==> src/hdl/icf_pkg.sv <==
package icf_pkg;
  localparam int DATA_W = 16;
  localparam int ADDR_W = 4;
  localparam int EXT_N = 5;
  localparam int TRAP_N = 6;
  localparam int FLAG_N = 48;

  // Register indices.
  localparam logic [3:0] ADR_CTRL1 = 4'h0;
  localparam logic [3:0] ADR_CTRL2 = 4'h1;
  localparam logic [3:0] ADR_FLAG0 = 4'h2;
  localparam logic [3:0] ADR_FLAG1 = 4'h3;
  localparam logic [3:0] ADR_FLAG2 = 4'h4;
  localparam logic [3:0] ADR_IRQ_STAT = 4'h5;
  localparam logic [3:0] ADR_IRQ_MASK = 4'h6;

  // Control register 1 fields.
  localparam int NEST_DIS_BIT = 15;
  localparam int TRAP_LSB = 1;
  localparam logic [15:0] CTRL1_MASK = 16'h807E;

  // Control register 2 fields.
  localparam int ALT_TABLE_BIT = 15;
  localparam int DISABLE_INSTRUCTION_ACTIVE_BIT = 14;
  localparam logic [15:0] CTRL2_WMASK = 16'h801F;

  // Implemented flag bits.
  localparam logic [15:0] FLAG0_MASK = 16'h7FFF;
  localparam logic [15:0] FLAG1_MASK = 16'hFFFB;
  localparam logic [15:0] FLAG2_MASK = 16'hDFFF;
  localparam int FLAG0_EXT0 = 0;
  localparam int FLAG0_CAP1 = 1;
  localparam int FLAG0_CMP1 = 2;
  localparam int FLAG1_I2C_SLV = 0;
  localparam int FLAG1_I2C_MST = 1;
  localparam int FLAG1_CHG = 3;
  localparam int FLAG2_SPI_ERR = 0;
  localparam int FLAG2_SPI_EVT = 1;
  localparam int FLAG2_CAN_RX = 2;

  // Interrupt status bits: trap taken, any peripheral or external pin event.
  localparam int IRQ_TRAP_BIT = 0;
  localparam int IRQ_FLAG_BIT = 1;
  localparam logic [15:0] IRQ_MASK_BITS = 16'h0003;

  localparam logic [15:0] ZERO16 = 16'h0000;
  localparam logic [2:0] IPL_RESET = 3'h0;

  typedef struct packed {
    logic div0;
    logic dma;
    logic math;
    logic addr;
    logic stack;
    logic osc;
  } icf_trap_t;

  typedef struct packed {
    logic [ADDR_W-1:0] addr;
    logic [DATA_W-1:0] wdata;
    logic wr;
    logic rd;
  } icf_bus_t;
endpackage : icf_pkg

==> src/hdl/icf_core.sv <==
`timescale 1ns/1ps
`default_nettype none
module icf_core #(
  parameter int EXT_N = icf_pkg::EXT_N
) (
  input wire logic clk,
  input wire logic rst,
  input wire icf_pkg::icf_bus_t bus,
  output logic [15:0] rdata,
  input wire icf_pkg::icf_trap_t trap_evt,
  input wire logic [EXT_N-1:0] ext_pin,
  input wire logic [47:0] periph_evt,
  input wire logic [2:0] ipl_wdata,
  input wire logic ipl_we,
  output logic [2:0] cpu_priority_level_bits,
  input wire logic new_irq_pending,
  input wire logic in_service,
  output logic preempt_allow,
  input wire logic disable_instruction_active,
  output logic nesting_disable,
  output logic alternate_table_select,
  output logic [47:0] flags,
  output logic irq
);
  logic [15:0] ctrl1_r;
  logic [15:0] ctrl2_r;
  logic [15:0] flag0_r;
  logic [15:0] flag1_r;
  logic [15:0] flag2_r;
  logic [15:0] ist_r;
  logic [15:0] imask_r;
  logic [2:0] ipl_r;
  logic [15:0] trap_set;
  logic [15:0] ext_set0;
  logic [15:0] ext_set1;
  logic [EXT_N-1:0] ext_hit;
  logic [15:0] ist_set;
  logic wr1;
  logic wr2;
  logic wf0;
  logic wf1;
  logic wf2;

  // Flag positions of external inputs 1 and 2 in flag register 1.
  localparam int EXT1_FLAG_BIT = 4;
  localparam int EXT2_FLAG_BIT = 13;

  assign wr1 = bus.wr && bus.addr == icf_pkg::ADR_CTRL1;
  assign wr2 = bus.wr && bus.addr == icf_pkg::ADR_CTRL2;
  assign wf0 = bus.wr && bus.addr == icf_pkg::ADR_FLAG0;
  assign wf1 = bus.wr && bus.addr == icf_pkg::ADR_FLAG1;
  assign wf2 = bus.wr && bus.addr == icf_pkg::ADR_FLAG2;

  genvar gi;
  generate
    for (gi = 0; gi < EXT_N; gi = gi + 1) begin : g_ext
      icf_ext_edge u_edge (
        .clk(clk),
        .rst(rst),
        .pin(ext_pin[gi]),
        .neg_edge(ctrl2_r[gi]),
        .hit(ext_hit[gi])
      );
    end
  endgenerate

  // Trap events gathered into their register positions.
  always_comb begin
    trap_set = icf_pkg::ZERO16;
    trap_set[icf_pkg::TRAP_LSB +: icf_pkg::TRAP_N] = trap_evt;
  end

  // External pins 0..2 feed their flag positions; pins 3 and 4 reach no flag bit.
  always_comb begin
    ext_set0 = icf_pkg::ZERO16;
    ext_set1 = icf_pkg::ZERO16;
    ext_set0[icf_pkg::FLAG0_EXT0] = ext_hit[0];
    ext_set1[EXT1_FLAG_BIT] = ext_hit[1];
    ext_set1[EXT2_FLAG_BIT] = ext_hit[2];
  end

  // Control 1: nesting bit writable, trap bits sticky; set wins over a clearing write.
  always_ff @(posedge clk or posedge rst) begin
    if (rst) begin
      ctrl1_r <= icf_pkg::ZERO16;
    end else if (wr1) begin
      ctrl1_r <= (bus.wdata | trap_set) & icf_pkg::CTRL1_MASK;
    end else begin
      ctrl1_r <= ctrl1_r | trap_set;
    end
  end

  // Control 2: alternate table and polarities writable; the busy bit mirrors the core.
  always_ff @(posedge clk or posedge rst) begin
    if (rst) begin
      ctrl2_r <= icf_pkg::ZERO16;
    end else begin
      ctrl2_r <= wr2 ? (bus.wdata & icf_pkg::CTRL2_WMASK) : (ctrl2_r & icf_pkg::CTRL2_WMASK);
      ctrl2_r[icf_pkg::DISABLE_INSTRUCTION_ACTIVE_BIT] <= disable_instruction_active;
    end
  end

  // Flags: source events set, software writes any value, a set in the same cycle wins.
  always_ff @(posedge clk or posedge rst) begin
    if (rst) begin
      flag0_r <= icf_pkg::ZERO16;
      flag1_r <= icf_pkg::ZERO16;
      flag2_r <= icf_pkg::ZERO16;
    end else begin
      flag0_r <= ((wf0 ? bus.wdata : flag0_r) | periph_evt[15:0] | ext_set0) & icf_pkg::FLAG0_MASK;
      flag1_r <= ((wf1 ? bus.wdata : flag1_r) | periph_evt[31:16] | ext_set1) & icf_pkg::FLAG1_MASK;
      flag2_r <= ((wf2 ? bus.wdata : flag2_r) | periph_evt[47:32]) & icf_pkg::FLAG2_MASK;
    end
  end

  // CPU priority level: software may change it only while nesting is allowed.
  always_ff @(posedge clk or posedge rst) begin
    if (rst) begin
      ipl_r <= icf_pkg::IPL_RESET;
    end else if (ipl_we && !ctrl1_r[icf_pkg::NEST_DIS_BIT]) begin
      ipl_r <= ipl_wdata;
    end
  end

  // Interrupt status: sticky, write one to clear, new events win.
  always_comb begin
    ist_set = icf_pkg::ZERO16;
    ist_set[icf_pkg::IRQ_TRAP_BIT] = |trap_evt;
    ist_set[icf_pkg::IRQ_FLAG_BIT] = |periph_evt | |ext_hit;
  end

  always_ff @(posedge clk or posedge rst) begin
    if (rst) begin
      ist_r <= icf_pkg::ZERO16;
    end else begin
      ist_r <= ((bus.wr && bus.addr == icf_pkg::ADR_IRQ_STAT) ? (ist_r & ~bus.wdata) : ist_r)
               | (ist_set & icf_pkg::IRQ_MASK_BITS);
    end
  end

  always_ff @(posedge clk or posedge rst) begin
    if (rst) begin
      imask_r <= icf_pkg::ZERO16;
    end else if (bus.wr && bus.addr == icf_pkg::ADR_IRQ_MASK) begin
      imask_r <= bus.wdata & icf_pkg::IRQ_MASK_BITS;
    end
  end

  // Read data stands in the cycle after the strobe; unmapped addresses read zero.
  always_ff @(posedge clk or posedge rst) begin
    if (rst) begin
      rdata <= icf_pkg::ZERO16;
    end else if (bus.rd) begin
      case (bus.addr)
        icf_pkg::ADR_CTRL1: rdata <= ctrl1_r;
        icf_pkg::ADR_CTRL2: rdata <= ctrl2_r;
        icf_pkg::ADR_FLAG0: rdata <= flag0_r;
        icf_pkg::ADR_FLAG1: rdata <= flag1_r;
        icf_pkg::ADR_FLAG2: rdata <= flag2_r;
        icf_pkg::ADR_IRQ_STAT: rdata <= ist_r;
        icf_pkg::ADR_IRQ_MASK: rdata <= imask_r;
        default: rdata <= icf_pkg::ZERO16;
      endcase
    end else begin
      rdata <= icf_pkg::ZERO16;
    end
  end

  assign nesting_disable = ctrl1_r[icf_pkg::NEST_DIS_BIT];
  assign preempt_allow = new_irq_pending && !(in_service && nesting_disable);
  assign alternate_table_select = ctrl2_r[icf_pkg::ALT_TABLE_BIT];
  assign cpu_priority_level_bits = ipl_r;
  assign flags = {flag2_r, flag1_r, flag0_r};
  assign irq = |(ist_r & imask_r);
endmodule : icf_core
`default_nettype wire

==> src/hdl/icf_ext_edge.sv <==
`timescale 1ns/1ps
`default_nettype none
// Synchronises one external interrupt pin and pulses on the selected edge.
module icf_ext_edge (
  input wire logic clk,
  input wire logic rst,
  input wire logic pin,
  input wire logic neg_edge,
  output logic hit
);
  logic s1_r;
  logic s2_r;
  logic s3_r;
  logic level_r;

  always_ff @(posedge clk or posedge rst) begin
    if (rst) begin
      s1_r <= 1'b0;
      s2_r <= 1'b0;
      s3_r <= 1'b0;
    end else begin
      s1_r <= pin;
      s2_r <= s1_r;
      s3_r <= s2_r;
    end
  end

  // The accepted level follows the pin only while the second and third stages agree.
  always_ff @(posedge clk or posedge rst) begin
    if (rst) begin
      level_r <= 1'b0;
    end else if (s2_r == s3_r) begin
      level_r <= s3_r;
    end
  end

  // An edge is one pulse when the agreed level leaves the accepted one in the selected direction.
  assign hit = (s2_r == s3_r) && (s3_r != level_r) && (neg_edge ? !s3_r : s3_r);
endmodule : icf_ext_edge
`default_nettype wire

==> config.mk <==
export PLATFORM = sky130hd
export DESIGN_NAME = icf_core
export DESIGN_NICKNAME = d
export VERILOG_FILES = /design/src/hdl/icf_pkg.sv /design/src/hdl/icf_core.sv /design/src/hdl/icf_ext_edge.sv
export SDC_FILE = /design/constraint.sdc
export NUM_CORES = 1
export LEC_CHECK = 0
export ABC_AREA = 1
export BUFFER_PORTS_ARGS = -buffer_cell sky130_fd_sc_hd__buf_2
export CAP_MARGIN = 20
export CELL_PAD_IN_SITES_DETAIL_PLACEMENT = 0
export CELL_PAD_IN_SITES_GLOBAL_PLACEMENT = 2
export CORE_AREA = 10 10 139 141
export CTS_BUF_LIST = sky130_fd_sc_hd__clkbuf_8
export DETAILED_ROUTE_END_ITERATION = 10
export DIE_AREA = 0 0 149 151
export PLACE_DENSITY_LB_ADDON = 0.3
export SYNTH_ARGS = -nofsm -noshare
export SYNTH_HDL_FRONTEND = slang
export SYNTH_HIERARCHICAL = 1
export SYNTH_SLANG_ARGS = --single-unit
==> constraint.sdc <==
create_clock -name clk -period 6.3 [get_ports clk]
set_input_delay 0.945 -clock clk [delete_from_list [all_inputs] [get_ports clk]]
set_output_delay 0.945 -clock clk [all_outputs]
set_load 0.02 [all_outputs]
==> summary.txt <==
Job
  – Max-Cap Viols: 0

Power
  – Power Total: 1680 uW
  – VDD IR max: 126 uV
  – Power per cell area: 259 mW/mm2
  – Leak: 0.00309 uW

Critical path
  – WP data arrival: 3.09 ns
  – CP max FO: 20
  – Worst Path Required: 6.59 ns
  – Critical path's most frequent cell: nand2_1
  – Worst setup EP type: flip-flop
  – Startpoint types: input pin
  – Worst Path Buf+Inv: 1
  – CP max stage cell: nand2_1
  – Crit path max-delay family: simple AND/OR/NAND/NOR gates
  – CP Class: in2reg
  – Worst path max stage delay: 0.79 ns
  – Cell Chain, Critical Path: buf_2, nand2_1, nor2_2, nand2_1, a21oi_1, o21ai_0

Die
  – Die width: 149 um
  – I/O pin count: 161
  – Die height: 151 um
  – Die area: 0.0225 mm2
  – Rows: 47
  – Initial Utilization: 0.314
  – Core area: 0.0165 mm2

STA
  – Final setup vio count: 0
  – Minimum clock period: 2.81 ns
  – RSZ-0062 raised after global routing: no
  – Rel. slew slack: 0.312
  – Worst-Margin Slew: 1.03 ns
  – Setup TNS: 0 ns
  – Period utilization: 0.445
  – Fmax: 356 MHz
  – Count of final hold-check violations: 0
  – Final Max Slew Viols: 0
  – Clock skew: 0.0117 ns

Final layout
  – Multi-input logic area: 0.00193 mm2
  – # nets final: 863
  – ANT cells: 0
  – Sequential cell area: 0.00290 mm2
  – Final Cell Area: 0.00649 mm2
  – Area growth, synth to finish: 25.7%
  – # fillers: 1790
  – Layout cells sized above 1: 0.259

Placed design
  – Port Buffers: 157
  – Dpl hpwl: 14.2 mm
  – Placed cell areas: 0.00612 mm2
  – Routability cong.: 0.821

Routing
  – Mean routed wirelength per cell: 19.0 um
  – Drt first-iter violations: 331
  – Routed vias: 4822
  – DRT Wirelength: 19.1 mm
  – Via density: 4.81
  – DRT Pass-1 Iters: 7
  – Drt drc: 0
  – Final ANT Viol Nets: 0

Logic synthesis
  – Cells after synthesis: 616
  – Ys Warns: 6
  – Post-synthesis sequential area ratio: 0.562
  – Synth top area share: 0.562
  – Multiplexer share of the synthesized area: 0.00654
  – Adder-Cell Fraction of Synth Area: 0
  – Xor-xnor portion of the synthesized cell area: 0
  – Post-Synth Simple-Gate Area: 0.265
  – Distinct cells, synth: 27
  – Mapped cell area: 0.00517 mm2
  – Top cells by area, synth: dfrtp_1 (56%), nand2_1 (11%), nand3_1 (6.5%)
  – Main combinational cell family by area after synthesis: simple AND/OR/NAND/NOR gates
  – Yosys top cell by area: dfrtp_1
  – Mean Syn Cell Area: 8.39 um2
  – Compound-Gate Fraction of Synth Area: 0.100
  – #FFs+latches synth: 116

Clock tree
  – CTS Hold Buffers Added: 0
  – CTS buffer count: 17
  – Postcts setup bufs: 0
  – CTS tree: yes
  – Max Root-Sink Buffers: 2
  – Clk pin slew, worst setup/hold paths: 0.06 ns
  – CTS HTree Levels: 4
  – CTS sink cnt: 116
  – Worst-skew pair later-pin latency: 0.44 ns
  – CTS resizes: 0
  – CTS Root Cell: clkbuf_8

Hold path
  – Hold WC Path Type: reg2reg

Global routing
  – Largest net degree at the start of global routing: 80
  – Initial antenna violation count: 0
  – Gr usage total: 0.170
  – Global-route wire length before repair: 28.9 mm
  – GRT overflow: 0
  – Vias in the first global route: 5115

Run status
  – Run status: complete, no violations
-- Yosys cell counts, drive strengths merged --
| cell | instances |
|---|---|
| inv | 55 |
| a21oi | 50 |
| dfrtp | 116 |
| nor4 | 1 |
| mux2 | 3 |
| o211ai | 5 |
| conb | 1 |
| nand4 | 1 |
| a21boi | 4 |
| a22o | 1 |
| o21ai | 35 |
| clkbuf | 5 |
| buf | 20 |
| nand3b | 10 |
| nor2 | 89 |
| o21a | 2 |
| nor3 | 1 |
| nand2 | 148 |
| nand3 | 69 |
-- layout by cell type, fill, tap and decap left out, drive strengths merged --
master  instances
a21boi          4
a21oi          50
a22o            1
buf           161
bufinv          1
clkbuf         20
clkinv          5
conb            3
dfrtp         116
inv            58
mux2            3
nand2         148
nand3          69
nand3b         10
nand4           1
nor2           89
nor3            1
nor4            1
o211ai          5
o21a            2
o21ai          35
-- routing by layer --
metal  vias up  global-route usage  part of all wire
met2       143               0.269              0.47
met5         -                   0                 0
li1       2291                   -                 -
met1      2371               0.220              0.46
met4         0              0.0535             0.013
met3        17              0.0468             0.063
-- area by class of cell --
cell class              instances  area share
repair buffers                161       0.129
well taps                     220      0.0424
clock buffers                  20      0.0424
inverters                      55      0.0322
multi-input cells             422       0.297
clock inverters                 9      0.0102
flip-flops and latches        116       0.447
-- registers in the layout, indices dropped and copies added, names as in the netlist --
register                 cells
g_ext.u_edge/s3_r            5
imask_r                      2
flag0_r                     15
rdata                       16
ctrl2_r                      7
g_ext.u_edge/s1_r            5
g_ext.u_edge/s2_r            5
flag2_r                     15
g_ext.u_edge/level_r         5
ctrl1_r                      7
cpu_priority_level_bits      3
ist_r                       16
flag1_r                     15
-- where the power goes --
| group | internal (uW) | total [uW] | switching (uW) |
|---|---|---|---|
| sequential | 795 | 826 | 31.5 |
| clock | 328 | 622 | 294 |
| combinational | 79.9 | 235 | 155 |
| total | 1200 | 1680 | 480 |
-- through the flow --
| stage | hold slack (ns) | cells | setup slack [ns] | util |
|---|---|---|---|---|
| 6_report | 0.347 | 1003 | 3.49 | 0.394 |
| 5_1_grt | 0.352 | 1003 | 3.32 | 0.394 |
| 4_1_cts | 0.350 | 1002 | 3.51 | 0.393 |
| 3_5_place_dp | 0.338 | 973 | 3.06 | 0.372 |
| 3_3_place_gp | 0.338 | 973 | 3.08 | 0.372 |
| 2_1_floorplan | 0.331 | 618 | 2.85 | - |
-- final timing paths --
kind	from	cells after the start	slack [ns]	end
max	bus[18]	6	3.49	flag1_r[3]
min	g_ext[2].u_edge/s1_r	0	0.35	g_ext[2].u_edge/s2_r
max reg2reg	g_ext[1].u_edge/s2_r	10	4.77	ist_r[1]
min reg2reg	g_ext[2].u_edge/s1_r	0	0.35	g_ext[2].u_edge/s2_r
max in group asynchronous	rst	4	4.81	rdata[13]
min in group asynchronous	rst	2	0.47	g_ext[3].u_edge/s1_r
-- kinds of logic after synthesis --
family	after synthesis
flip-flops	116
buffers and inverters	80
AO/OA/AOI/OAI	97
multiplexers	3
AND/OR/NAND/NOR	319
other	1
Note: power is estimated with default switching activity, not from simulation.
